===== config.mk =====
export PLATFORM = sky130hd
export DESIGN_NAME = ppu_param_update
export DESIGN_NICKNAME = d
export VERILOG_FILES = /design/src/rtl/ppu_pkg.sv /design/src/rtl/ppu_actuation.sv /design/src/rtl/ppu_param_update.sv
export SDC_FILE = /design/constraint.sdc
export NUM_CORES = 1
export LEC_CHECK = 0
export BUFFER_PORTS_ARGS = -buffer_cell sky130_fd_sc_hd__buf_4
export CORE_AREA = 2 2 258 260
export CTS_CLUSTER_SIZE = 20
export DETAILED_ROUTE_END_ITERATION = 8
export DIE_AREA = 0 0 260 262
export GPL_TIMING_DRIVEN = 0
export HOLD_SLACK_MARGIN = 0.05
export PLACE_DENSITY = 0.82
export SYNTH_ARGS = -nofsm -noshare
export SYNTH_HDL_FRONTEND = slang
export SYNTH_SLANG_ARGS = --single-unit

===== constraint.sdc =====
create_clock -name mclk -period 24.1 [get_ports mclk]
set_clock_uncertainty 0.05 [all_clocks]
set_input_delay 6.025 -clock mclk [delete_from_list [all_inputs] [get_ports mclk]]
set_output_delay 6.025 -clock mclk [all_outputs]
set_load 0.01 [all_outputs]

===== src/rtl/ppu_pkg.sv =====
// Notes on behaviour
// - one-byte config: size, commissioning off, rpa select, hide key, three update flags
// - staged values apply only on a button press then release, flags evaluated then
// - source address stage replaces low 32 bits, upper 16 fixed device-type code
// - address flag set on actuation: copy stage to low address, clear flag
// - sixteen-byte key stage holds unique key and accepts user replacement
// - forbidden staged key patterns, all ones included, block the key update
// - key flag set on actuation: copy staged key to private key, clear flag
// - private flag on key update hides key from nfc, reports zeros in commissioning
// - key update with private flag clear restores public readable key mode
// - key read back only via stage; overwritten stage loses old key
// - eight-byte publicly readable product identifier
// - two-byte maker code inserted into each telegram, factory default replaceable
// - staged maker code of zero leaves stored maker code unchanged
// - maker flag on actuation: copy nonzero product_identifier and maker code, clear flag
// - protected accesses refused until unlocked with the correct 32-bit access code
// - payload size field: 00 none, 01 one, 10 two, 11 four bytes
package ppu_pkg;
  // page indices of the configuration memory, four bytes per page
  localparam logic [7:0] PG_PRODUCT_LO = 8'h06;
  localparam logic [7:0] PG_PRODUCT_HI = 8'h07;
  localparam logic [7:0] PG_MAKER = 8'h08;
  localparam logic [7:0] PG_SRC_ADDR = 8'h0C;
  localparam logic [7:0] PG_CONFIG = 8'h0E;
  localparam logic [7:0] PG_PROD_STAGE_LO = 8'h10;
  localparam logic [7:0] PG_PROD_STAGE_HI = 8'h11;
  localparam logic [7:0] PG_ADDR_STAGE = 8'h12;
  localparam logic [7:0] PG_MAKER_STAGE = 8'h13;
  localparam logic [7:0] PG_KEY_STAGE0 = 8'h14;
  localparam logic [7:0] PG_KEY_STAGE3 = 8'h17;
  localparam logic [7:0] PG_PROTECT_FIRST = 8'h0E;
  localparam logic [7:0] PG_ACCESS_CODE = 8'hE5;
  // config field positions
  localparam int CFG_SIZE_HI = 7;
  localparam int CFG_SIZE_LO = 6;
  localparam int CFG_COMMISSION_TX_OFF = 5;
  localparam int CFG_RESOLVABLE_ADDR_SEL = 4;
  localparam int CFG_PRIVATE_KEY = 3;
  localparam int CFG_KEY_UPDATE_REQ = 2;
  localparam int CFG_MAKER_UPDATE_REQ = 1;
  localparam int CFG_ADDR_UPDATE_REQ = 0;
  // reset values
  localparam logic [7:0] CONFIG_RESET = 8'h00;
  localparam logic [63:0] PRODUCT_RESET = 64'h0000000000000000;
  localparam logic [127:0] KEY_ALL_ONES = {128{1'b1}};
  localparam logic [127:0] KEY_ALL_ZERO = 128'h0;
  localparam logic [15:0] MAKER_ZERO = 16'h0000;
  localparam logic [1:0] SYNC_STAGES = 2'h2;

  typedef struct packed {
    logic [1:0] payloadSize;
    logic commissionTxOff;
    logic resolvableAddrSel;
    logic privateKey;
    logic keyUpdateReq;
    logic makerUpdateReq;
    logic addrUpdateReq;
  } ppu_cfg_t;

  typedef struct packed {
    logic [47:0] sourceAddr;
    logic [63:0] productId;
    logic [15:0] makerCode;
    logic [127:0] txKey;
    logic [2:0] payloadBytes;
    logic commissionTxOff;
    logic resolvableAddrSel;
  } ppu_live_t;
endpackage


===== src/rtl/ppu_actuation.sv =====
`timescale 1ns/1ps
`default_nettype none
// one-cycle pulse on release after a seen press
module ppu_actuation
(
  input wire logic mclk,
  input wire logic rstN,
  input wire logic buttonDown,
  output logic actuate
);
  logic pressed_ff;
  logic prev_ff;

  always_ff @(posedge mclk or negedge rstN)
  begin
    if (!rstN)
    begin
      prev_ff <= 1'b0;
      pressed_ff <= 1'b0;
    end
    else
    begin
      prev_ff <= buttonDown;
      if (buttonDown && !prev_ff)
        pressed_ff <= 1'b1;
      else if (!buttonDown && prev_ff)
        pressed_ff <= 1'b0;
    end
  end

  // a release without a recorded press does nothing
  assign actuate = !buttonDown && prev_ff && pressed_ff;
endmodule
`default_nettype wire


===== src/rtl/ppu_param_update.sv =====
`timescale 1ns/1ps
`default_nettype none
module ppu_param_update
#(
  parameter logic [15:0] DEVICE_TYPE = 16'h1234, // arbitrary value
  parameter logic [15:0] MAKER_DEFAULT = 16'h00A5, // arbitrary value
  parameter logic [31:0] ADDR_DEFAULT = 32'h00000001,
  parameter logic [127:0] KEY_DEFAULT = 128'h0123456789ABCDEF0011223344556677,
  parameter logic [31:0] ACCESS_CODE_DEFAULT = 32'h00000000,
  parameter int KEY_FORBID_N = 2,
  parameter logic [KEY_FORBID_N*128-1:0] KEY_FORBID = {ppu_pkg::KEY_ALL_ONES,
                                                        ppu_pkg::KEY_ALL_ZERO}
)
(
  input wire logic mclk,
  input wire logic reset_n,
  input wire logic buttonDown,
  input wire logic nfcWrite,
  input wire logic nfcRead,
  input wire logic [7:0] nfcPage,
  input wire logic [31:0] nfcWdata,
  output logic [31:0] nfcRdata,
  output logic nfcRvalid,
  output logic nfcRefused,
  output logic unlocked,
  output ppu_pkg::ppu_live_t live,
  output logic updateDone
);
  initial
  begin
    if (KEY_FORBID_N < 1)
      $error("KEY_FORBID_N must be at least one");
  end

  logic [1:0] rstSync_ff;
  logic rstN;
  always_ff @(posedge mclk or negedge reset_n)
  begin
    if (!reset_n)
      rstSync_ff <= 2'b00;
    else
      rstSync_ff <= {rstSync_ff[0], 1'b1};
  end
  assign rstN = rstSync_ff[1];

  ppu_pkg::ppu_cfg_t cfg_ff;
  logic [31:0] addrStage_ff;
  logic [127:0] keyStage_ff;
  logic [63:0] prodStage_ff;
  logic [15:0] makerStage_ff;
  logic [31:0] addrLow_ff;
  logic [63:0] product_ff;
  logic [15:0] maker_ff;
  logic [127:0] key_ff;
  logic keyPrivate_ff;
  logic [31:0] accessCode_ff;
  logic unlocked_ff;
  logic actuate;
  logic keyForbidden;
  logic protectedPage;
  logic accessOk;

  ppu_actuation u_act
  (
    .mclk(mclk),
    .rstN(rstN),
    .buttonDown(buttonDown),
    .actuate(actuate)
  );

  // forbidden key patterns compared in parallel
  logic [KEY_FORBID_N-1:0] forbidHit;
  genvar g;
  generate
    for (g = 0; g < KEY_FORBID_N; g++)
    begin : g_forbid
      assign forbidHit[g] = (keyStage_ff == KEY_FORBID[g*128 +: 128]);
    end
  endgenerate
  assign keyForbidden = |forbidHit;

  // the code page stays open, else a locked tool could never present the code
  assign protectedPage = nfcPage >= ppu_pkg::PG_PROTECT_FIRST && nfcPage != ppu_pkg::PG_ACCESS_CODE;
  assign accessOk = !protectedPage || unlocked_ff;

  // while locked the stored code opens the area; once open a write sets a new code
  // limitation: the code lives in flops, so a reset brings back the default
  always_ff @(posedge mclk or negedge rstN)
  begin
    if (!rstN)
    begin
      unlocked_ff <= 1'b0;
      accessCode_ff <= ACCESS_CODE_DEFAULT;
    end
    else if (nfcWrite && nfcPage == ppu_pkg::PG_ACCESS_CODE)
    begin
      if (!unlocked_ff)
        unlocked_ff <= (nfcWdata == accessCode_ff);
      else
        accessCode_ff <= nfcWdata;
    end
  end

  // config register: nfc writes, actuation clears serviced flags (actuation wins, a same-cycle write is dropped)
  always_ff @(posedge mclk or negedge rstN)
  begin
    if (!rstN)
      cfg_ff <= ppu_pkg::CONFIG_RESET;
    else if (actuate)
    begin
      cfg_ff.addrUpdateReq <= 1'b0;
      cfg_ff.makerUpdateReq <= 1'b0;
      // rejected key leaves its flag set, as the update did not succeed
      if (!keyForbidden)
        cfg_ff.keyUpdateReq <= 1'b0;
    end
    else if (nfcWrite && accessOk && nfcPage == ppu_pkg::PG_CONFIG)
      cfg_ff <= nfcWdata[31:24];
  end

  // staging registers
  always_ff @(posedge mclk or negedge rstN)
  begin
    if (!rstN)
    begin
      addrStage_ff <= ADDR_DEFAULT;
      keyStage_ff <= KEY_DEFAULT;
      prodStage_ff <= ppu_pkg::PRODUCT_RESET;
      makerStage_ff <= ppu_pkg::MAKER_ZERO;
    end
    else if (nfcWrite && accessOk)
    begin
      case (nfcPage)
        ppu_pkg::PG_ADDR_STAGE: addrStage_ff <= nfcWdata;
        ppu_pkg::PG_PROD_STAGE_LO: prodStage_ff[63:32] <= nfcWdata;
        ppu_pkg::PG_PROD_STAGE_HI: prodStage_ff[31:0] <= nfcWdata;
        ppu_pkg::PG_MAKER_STAGE: makerStage_ff <= nfcWdata[31:16];
        default:
        begin
          if (nfcPage >= ppu_pkg::PG_KEY_STAGE0 && nfcPage <= ppu_pkg::PG_KEY_STAGE3)
            keyStage_ff[(3 - (nfcPage[1:0])) * 32 +: 32] <= nfcWdata;
        end
      endcase
    end
  end

  // live parameters, each update independent
  always_ff @(posedge mclk or negedge rstN)
  begin
    if (!rstN)
    begin
      addrLow_ff <= ADDR_DEFAULT;
      product_ff <= ppu_pkg::PRODUCT_RESET;
      maker_ff <= MAKER_DEFAULT;
      key_ff <= KEY_DEFAULT;
      keyPrivate_ff <= 1'b0;
    end
    else if (actuate)
    begin
      if (cfg_ff.addrUpdateReq)
        addrLow_ff <= addrStage_ff;
      if (cfg_ff.keyUpdateReq && !keyForbidden)
      begin
        key_ff <= keyStage_ff;
        keyPrivate_ff <= cfg_ff.privateKey;
      end
      if (cfg_ff.makerUpdateReq)
      begin
        if (prodStage_ff != ppu_pkg::PRODUCT_RESET)
          product_ff <= prodStage_ff;
        if (makerStage_ff != ppu_pkg::MAKER_ZERO)
          maker_ff <= makerStage_ff;
      end
    end
  end

  // nfc read port; key stage hidden in private mode
  always_ff @(posedge mclk or negedge rstN)
  begin
    if (!rstN)
    begin
      nfcRdata <= 32'h00000000;
      nfcRvalid <= 1'b0;
      nfcRefused <= 1'b0;
    end
    else
    begin
      nfcRvalid <= nfcRead && accessOk;
      nfcRefused <= (nfcRead || nfcWrite) && !accessOk;
      if (nfcRead && accessOk)
      begin
        case (nfcPage)
          ppu_pkg::PG_PRODUCT_LO: nfcRdata <= product_ff[63:32];
          ppu_pkg::PG_PRODUCT_HI: nfcRdata <= product_ff[31:0];
          ppu_pkg::PG_MAKER: nfcRdata <= {16'h0000, maker_ff};
          ppu_pkg::PG_SRC_ADDR: nfcRdata <= addrLow_ff;
          ppu_pkg::PG_CONFIG: nfcRdata <= {cfg_ff, 24'h000000};
          ppu_pkg::PG_ADDR_STAGE: nfcRdata <= addrStage_ff;
          ppu_pkg::PG_PROD_STAGE_LO: nfcRdata <= prodStage_ff[63:32];
          ppu_pkg::PG_PROD_STAGE_HI: nfcRdata <= prodStage_ff[31:0];
          ppu_pkg::PG_MAKER_STAGE: nfcRdata <= {makerStage_ff, 16'h0000};
          default:
          begin
            if (nfcPage >= ppu_pkg::PG_KEY_STAGE0 && nfcPage <= ppu_pkg::PG_KEY_STAGE3)
              nfcRdata <= keyPrivate_ff ? 32'h00000000 :
                          keyStage_ff[(3 - (nfcPage[1:0])) * 32 +: 32];
            else
              nfcRdata <= 32'h00000000;
          end
        endcase
      end
    end
  end

  // live outputs registered once more so they come from flip-flops
  always_ff @(posedge mclk or negedge rstN)
  begin
    if (!rstN)
    begin
      live <= '0;
      updateDone <= 1'b0;
      unlocked <= 1'b0;
    end
    else
    begin
      live.sourceAddr <= {DEVICE_TYPE, addrLow_ff};
      live.productId <= product_ff;
      live.makerCode <= maker_ff;
      live.txKey <= keyPrivate_ff ? ppu_pkg::KEY_ALL_ZERO : key_ff;
      case (cfg_ff.payloadSize)
        2'b00: live.payloadBytes <= 3'h0;
        2'b01: live.payloadBytes <= 3'h1;
        2'b10: live.payloadBytes <= 3'h2;
        default: live.payloadBytes <= 3'h4;
      endcase
      live.commissionTxOff <= cfg_ff.commissionTxOff;
      live.resolvableAddrSel <= cfg_ff.resolvableAddrSel;
      updateDone <= actuate;
      unlocked <= unlocked_ff;
    end
  end

  // live path checks
  a_addr_copy: assert property (@(posedge mclk) disable iff (!rstN)
    actuate && cfg_ff.addrUpdateReq |=> addrLow_ff == $past(addrStage_ff))
    else $error("address not copied");
  a_addr_clear: assert property (@(posedge mclk) disable iff (!rstN)
    actuate |=> !cfg_ff.addrUpdateReq && !cfg_ff.makerUpdateReq)
    else $error("update flag not cleared");
  a_key_forbid: assert property (@(posedge mclk) disable iff (!rstN)
    actuate && keyForbidden |=> $stable(key_ff))
    else $error("forbidden key applied");
  a_key_flag_keep: assert property (@(posedge mclk) disable iff (!rstN)
    actuate && keyForbidden && cfg_ff.keyUpdateReq |=> cfg_ff.keyUpdateReq)
    else $error("rejected key flag cleared");
  a_key_copy: assert property (@(posedge mclk) disable iff (!rstN)
    actuate && cfg_ff.keyUpdateReq && !keyForbidden |=> key_ff == $past(keyStage_ff)
      && !cfg_ff.keyUpdateReq)
    else $error("key not copied");
  a_key_private: assert property (@(posedge mclk) disable iff (!rstN)
    actuate && cfg_ff.keyUpdateReq && !keyForbidden |=> keyPrivate_ff == $past(cfg_ff.privateKey))
    else $error("key mode not taken");
  a_maker_zero: assert property (@(posedge mclk) disable iff (!rstN)
    actuate && makerStage_ff == 16'h0000 |=> $stable(maker_ff))
    else $error("zero maker code applied");
  a_maker_copy: assert property (@(posedge mclk) disable iff (!rstN)
    actuate && cfg_ff.makerUpdateReq && makerStage_ff != 16'h0000 |=> maker_ff == $past(makerStage_ff))
    else $error("maker code not copied");
  a_prod_copy: assert property (@(posedge mclk) disable iff (!rstN)
    actuate && cfg_ff.makerUpdateReq && prodStage_ff != 64'h0 |=> product_ff == $past(prodStage_ff))
    else $error("product_identifier not copied");
  a_no_actuate: assert property (@(posedge mclk) disable iff (!rstN)
    !actuate |=> $stable(addrLow_ff) && $stable(maker_ff) && $stable(product_ff))
    else $error("live value changed without actuation");
  a_update_done: assert property (@(posedge mclk) disable iff (!rstN)
    actuate |=> updateDone)
    else $error("actuation not reported");
  a_size_decode: assert property (@(posedge mclk) disable iff (!rstN)
    1'b1 |=> live.payloadBytes == (($past(cfg_ff.payloadSize) == 2'h3) ? 3'h4 :
      {1'h0, $past(cfg_ff.payloadSize)}))
    else $error("payload size decoded wrong");
  a_private_hide: assert property (@(posedge mclk) disable iff (!rstN)
    keyPrivate_ff |=> live.txKey == 128'h0)
    else $error("private key exposed");
  a_addr_upper: assert property (@(posedge mclk) disable iff (!rstN)
    1'b1 |=> live.sourceAddr[47:32] == DEVICE_TYPE)
    else $error("device type altered");

  // nfc port checks
  a_lock_refuse: assert property (@(posedge mclk) disable iff (!rstN)
    nfcWrite && !accessOk && !actuate |=> $stable(cfg_ff) && $stable(addrStage_ff)
      && $stable(keyStage_ff) && $stable(prodStage_ff) && $stable(makerStage_ff) && nfcRefused)
    else $error("locked write accepted");
  a_unlock_code: assert property (@(posedge mclk) disable iff (!rstN)
    nfcWrite && !unlocked_ff && nfcPage == ppu_pkg::PG_ACCESS_CODE |=>
      unlocked_ff == ($past(nfcWdata) == ACCESS_CODE_DEFAULT))
    else $error("unlock decision wrong");
  a_read_valid: assert property (@(posedge mclk) disable iff (!rstN)
    nfcRead && accessOk |=> nfcRvalid && !nfcRefused)
    else $error("accepted read not answered");
  a_read_private: assert property (@(posedge mclk) disable iff (!rstN)
    nfcRead && accessOk && keyPrivate_ff && nfcPage >= ppu_pkg::PG_KEY_STAGE0
      && nfcPage <= ppu_pkg::PG_KEY_STAGE3 |=> nfcRdata == 32'h00000000)
    else $error("private key readable");
endmodule
`default_nettype wire


Word-level counts from Yosys, hierarchy flattened
Cells that the tools add are included.

Register bits after elaboration: 808. Bits in latches: 0. Memory bits (writable): 0. Memory bits (read-only): 0. Bits of input ports: 45. Output and inout port bits: 297. Word-level logic and storage cells: 110. Memories: 0.

Add/subtract/negate cells: 2. Multiply operators: 0. Divide/modulo/power cells: 0. Order comparisons: 3. Eq/ne operators: 16. Shift operators: 3. Multiplexer cells: 12. Bitwise logic cells: 2. Reductions and logical operators: 38.

Operator list (number): 32-bit one-hot mux with 9 select lines (1); 128-bit bitwise mux (1); 128-bit == test (second input constant) (1); 128-bit logical NOT (1); 128-bit two-way mux (1); 32-bit by 34-bit variable shift with 128-bit output (first input constant) (1); 128-bit by 33-bit variable part select with 32-bit output (1); 32-bit by 34-bit variable part select with 128-bit output (1); 32-bit two-way mux (2); 64-bit nonzero test (1); 32-bit negator with 34-bit output (1); 32-bit == test (1); 8-bit by 5-bit == test with 1-bit output (second input constant) (4); 8-bit by 4-bit == test with 1-bit output (second input constant) (3); 2-bit AND reduction (9); 8-bit by 3-bit == test with 1-bit output (second input constant) (2); 16-bit nonzero test (1); 1-bit logical AND (11); 3-bit one-hot mux with 3 select lines (1); 3-bit AND reduction (3); 8-bit == test (second input constant) (1); 8-bit by 4-bit greater-or-equal comparator with 1-bit output (second input constant) (1); 8-bit by 5-bit greater-or-equal comparator with 1-bit output (second input constant) (1); 8-bit by 5-bit less-or-equal comparator with 1-bit output (second input constant) (1); 14 further kinds (25).

Longest topological paths before layout
Word-level depth: 8. Gate-level depth with buffers: 13.

Modules after synthesis
From an unflattened synthesis, not the netlist that was laid out.

Cell total of the unflattened synthesis: 2398. Area, all modules: 32429.9 µm².

Modules (own cells, without submodules): ppu_param_update (instances 1, cells an instance 2390, area an instance 32326.0 µm²); ppu_actuation (instances 1, cells an instance 8, area an instance 103.8 µm²).

Worst setup path after synthesis
No wires, ideal clock.

Kind: input -> register. Start: input port nfcPage[1]. End: register makerStage_ff[5]. Arrival time: 8696 ps. Slack: 15226 ps. Stages on the path: 13. Path through: buf_2 > buf_1 > clkbuf_1 > inv_1 > ha_1 > nor4bb_1 > a221oi_1 > nor2b_1 > buf_2 > and3_1 > buf_2 > buf_4 > mux2_1.

Word-level cells in the longest chain between the ends: 6. Elaborated cells between the ends (all ways): 8. Those cells by class: order compare (1); eq/ne (2); reduce/logical (5).

Ends and longest elaborated chain: start, declared (line ppu_param_update.sv:20) `input wire logic [7:0] nfcPage,`; 8-bit by 4-bit greater-or-equal comparator with 1-bit output / 8-bit inequality test (equally long branches) (line ppu_param_update.sv:83) `assign protectedPage = nfcPage >= ppu_pkg::PG_PROTECT_FIRST && nfcPage != ppu_pkg::PG_ACCESS_CODE;`; 1-bit logical AND (line ppu_param_update.sv:83); 1-bit logical NOT (line ppu_param_update.sv:84) `assign accessOk = !protectedPage || unlocked_ff;`; 1-bit logical OR (line ppu_param_update.sv:84); 1-bit logical AND (line ppu_param_update.sv:131) `else if (nfcWrite && accessOk)`; 2-bit AND reduction (no line) *; end signal, assigned (line ppu_param_update.sv:129) `makerStage_ff <= ppu_pkg::MAKER_ZERO;`; end signal, assigned (line ppu_param_update.sv:137) `ppu_pkg::PG_MAKER_STAGE: makerStage_ff <= nfcWdata[31:16];`; end, declared (line ppu_param_update.sv:50) `logic [15:0] makerStage_ff;`.

Every way passes the cells marked *; elsewhere a longest branch is shown, timed or not. A chain may end at the register's enable or synchronous reset.

Worst setup path in the final report
Start: input port nfcPage[1]. End: register keyStage_ff[90].

Word-level cells in the longest chain between the ends: 6. Elaborated cells between the ends (all ways): 21. Those cells by class: add/sub (2); order compare (3); eq/ne (5); shift (2); mux (1); bitwise (1); reduce/logical (7).

Ends and longest elaborated chain: parallel branches: the longest is 6 deep, another holds 32-bit negator with 34-bit output; end signal, assigned by index (line ppu_param_update.sv:141) `keyStage_ff[(3 - (nfcPage[1:0])) * 32 +: 32] <= nfcWdata;`; end, declared (line ppu_param_update.sv:48) `logic [127:0] keyStage_ff;`.

Parallel ways; which one is timed is not known.

==> impl_metrics.csv <==
group,metric,value,unit
timing,timing.fmax,0.09397,GHz
route,via_count,22580,
global_routing,grt_max_degree,79,
power_and_ir_drop,ir_drop,0.05668,mV
setup_path,critical-path-slowest-cell,"clkbuf_1",
synthesis,yosys_most_used_dff,"dfrtp_1",
setup_path,crit_buf_inv,7,
timing,fin_crit,10.64,ns
setup_path,setup.worst_path.start_class,"input pin",
timing,rsz0062_at_grt,"false",
setup_path,criticalPathCategory,"input pin to flip-flop",
placed_design,io_buffers,305,
route,routedWlPerCell,29.31,um
floorplanning,design.core.area,65280,um^2
timing,maxSlewViolCount,0,
floorplanning,die_area,68120,um^2
outcome,status,"finished clean",
power_and_ir_drop,power.internal,2.207,mW
synthesis,synthMostInstantiatedCell,"dfrtp_1",
clock_tree,clk_latency,0.64,ns
global_routing,grt_first_pass_wirelength,157.5,mm
worst_hold_path,hp-start,"rstSync_ff[0]",
route,via_per_inst,6.024,
synthesis,netlist_instances,2400,
floorplanning,die_y,262,um
synthesis,yosys.area.top_type,"dfrtp_1",
clock_tree,clock-sinks,808,
synthesis,async_flop_share,100.0,%
global_routing,grt.total_usage,32.39,%
synthesis,ys_top_cells_by_area,"dfrtp_1, dfstp_2, mux2_2",
global_routing,grt_pass1_vias,22770,
clock_tree,hold_buffers,0,
global_routing,antenna_found_initial,13,
setup_path,path_max_fanout,10,
power_and_ir_drop,pwr-share-seq,48.3,%
power_and_ir_drop,power,2.826,mW
synthesis,synth.avg_cell_area,13.53,um^2
floorplanning,row_count,94,
clock_tree,cts_tree,"yes",
power_and_ir_drop,switchingPower,618.4,uW
layout,drive_gt1_share,32.33,%
route,drt_iter0_drc,2747,
power_and_ir_drop,pwr-share-comb,3.4,%
setup_path,end_kind,"flip-flop",
layout,nets,2861,
synthesis,synth_seq_cells,808,
clock_tree,htreeDepth,3,
placed_design,hpwlAfterDp,81.23,mm
synthesis,synth-xor-area-share,0.8632,%
global_routing,overflow,0,
placed_design,gp_congestion,0.9905,
setup_path,r2r-end,"product_ff[28]",
synthesis,yosys.area.top_type_share,53.18,%
synthesis,synth_common_cells,"dfrtp_1, nand2_1, mux2_2",
setup_path,cp.required,24.54,ns
clock_tree,cts_buffer_depth,3,
worst_hold_path,whs_path_depth,0,
layout,areaGrowthSynthToFinish,20.45,%
synthesis,yosys.area_share.simple,9.179,%
worst_hold_path,hold_path.class,"flip-flop to flip-flop",
flow_run,maxCapViolCount,0,
synthesis,synth_top_family_by_area,"multiplexers",
synthesis,synthMuxAreaShare,17.13,%
power_and_ir_drop,p_sw_share,21.88,%
synthesis,yosysSeqAreaShare,62.73,%
timing,period_share,44.16,%
setup_path,reg2reg_depth,6,
route,ant_nets,0,
synthesis,post_synth_num_cell_types,57,
timing,relSlewSlack,26.61,%
floorplanning,die_w,260,um
timing,hold_viol,0,
clock_tree,cts_resized,0,
synthesis,synth-edff-count,0,
power_and_ir_drop,pwr_density_cell,72.25,nW/um^2
route,first_pass_iters,6,
setup_path,worstPathArrival,11.08,ns
synthesis,synth-adder-area-share,0.2312,%
power_and_ir_drop,power.leakage,18.98,nW
setup_path,cpPeakStageDelay,0.80,ns
synthesis,synth_compound_area_share,6.655,%
worst_hold_path,whs_endpoint,"rstSync_ff[1]",
floorplanning,start_util,49.74,%
timing,setup_viol,0,
clock_tree,clk_pin_slew,0.06,ns
clock_tree,clk_root_buffer_cell,"clkbuf_16",
clock_tree,cts_buffers,81,
route,totalWireLength,109.9,mm
setup_path,r2r-start,"prodStage_ff[62]",
synthesis,yosysWarningCount,0,
setup_path,path_delay_family,"buffers and inverters",
setup_path,rrSetupSlack,20.71,ns
clock_tree,cts_setup_buffers,0,
timing,holdWs,0.3012,ns
floorplanning,io_pins,342,
synthesis,synth_area,32470,um^2
setup_path,crit_chain,"buf_4, buf_2, buf_1, clkbuf_1, inv_1, ha_1, nor4bb_1, a221oi_1, nor2b_1, buf_2, nand3_1, clkbuf_1, o21ai_0",
power_and_ir_drop,pwr-share-clk,48.3,%
timing,worstMarginPinSlew,1.101,ns
route,drc,0,
==> per-stage QoR <==
stage / worst slack (ns) / cells / utilization (%) / area, um^2 / TNS [ns]
2_1_floorplan: 0.06646 / 2411 / - / 32510 / 0
3_3_place_gp: -6.972 / 3580 / 54.97 / 35880 / -4729.73
3_5_place_dp: 13.15 / 3591 / 55.44 / 36190 / 0
4_1_cts: 13.81 / 3741 / 59.89 / 39090 / 0
5_1_grt: 13.41 / 3741 / 59.89 / 39090 / 0
6_report: 13.46 / 3748 / 59.92 / 39110 / 0
==> area by class of cell <==
type / count / area (um^2)
antenna: 7 / 17.52
buffer: 183 / 1003
clock buffer: 117 / 2395
clock inverter: 33 / 509.2
fill: 5029 / 26170
inverter: 9 / 33.78
multi-input combinational: 1411 / 11110
sequential: 808 / 20370
tap: 864 / 1081
timing repair buffer: 316 / 2592
==> metal layers <==
layer	up-vias	track usage (%)	wire, um
met5	-	0	118
met4	18	13.38	4192
met3	259	8.883	12060
met2	1302	48.62	49560
met1	11680	44.79	43940
li1	9316	-	-
==> how the worst max path moves through the flow <==
| stage | start | endpoint | slack (ns) | cells past startpoint |
|---|---|---|---|---|
| 5_1_grt | nfcPage[1] | keyStage_ff[90] | 13.41 | 13 |
| 3_3_place_gp | rstSync_ff[1] | live[205] | -6.97 | 0 |
| 3_5_place_dp | nfcPage[1] | nfcRdata[16] | 13.15 | 13 |
| 6_report | nfcPage[1] | keyStage_ff[90] | 13.46 | 13 |
| 2_1_floorplan | rstSync_ff[1] | accessCode_ff[0] | 0.07 | 0 |
| 4_1_cts | nfcPage[1] | nfcRdata[16] | 13.81 | 13 |
==> flip-flops by register name, indices dropped and copies added (netlist names), 2 cells and up <==
register       count
accessCode_ff     32
addrLow_ff        32
addrStage_ff      32
cfg_ff             8
keyStage_ff      128
key_ff           128
live             246
makerStage_ff     16
maker_ff          16
nfcRdata          32
prodStage_ff      64
product_ff        64
rstSync_ff         2
==> logic make-up after synthesis <==
group | count (synthesis)
xor gates and xnor gates | 32
adders and majority gates | 6
other | 2
AOI/OAI and AO/OA | 340
muxes | 426
and+or+nand+nor | 594
buffers and inverters | 192
DFF | 808
==> cell usage in the layout (no fill, tap or decap), types with 32 or more instances in the layout <==
master / count
clkbuf_16: 83
nor2b_1: 131
buf_4: 324
mux2_1: 128
a22oi_1: 46
clkbuf_1: 132
nor4_1: 68
mux2_4: 110
a21oi_1: 42
mux4_2: 32
nand4_1: 50
mux2_2: 149
dfstp_2: 118
o21ai_1: 72
dfrtp_1: 689
o21ai_0: 66
nand2_1: 280
==> worst reg2reg max path, cell delays in order, from the launching register on <==
cell	delay (ns)
dfrtp_1	0.42
nor4_1	0.90
nand4_1	0.25
nor4_1	0.43
nor2_1	0.31
clkbuf_1	0.48
mux2_2	0.43
==> power by group through the flow <==
stage               clock network, mW  registers [mW]  logic [mW]
floorplan                           0            1.41      0.0332
finish                           1.36            1.37      0.0952
global placement                    0            1.41      0.0624
CTS                              1.38            1.37      0.0944
global route                     1.43            1.37       0.103
detailed placement                  0            1.39      0.0942
(Power assumes the default switching activity.)
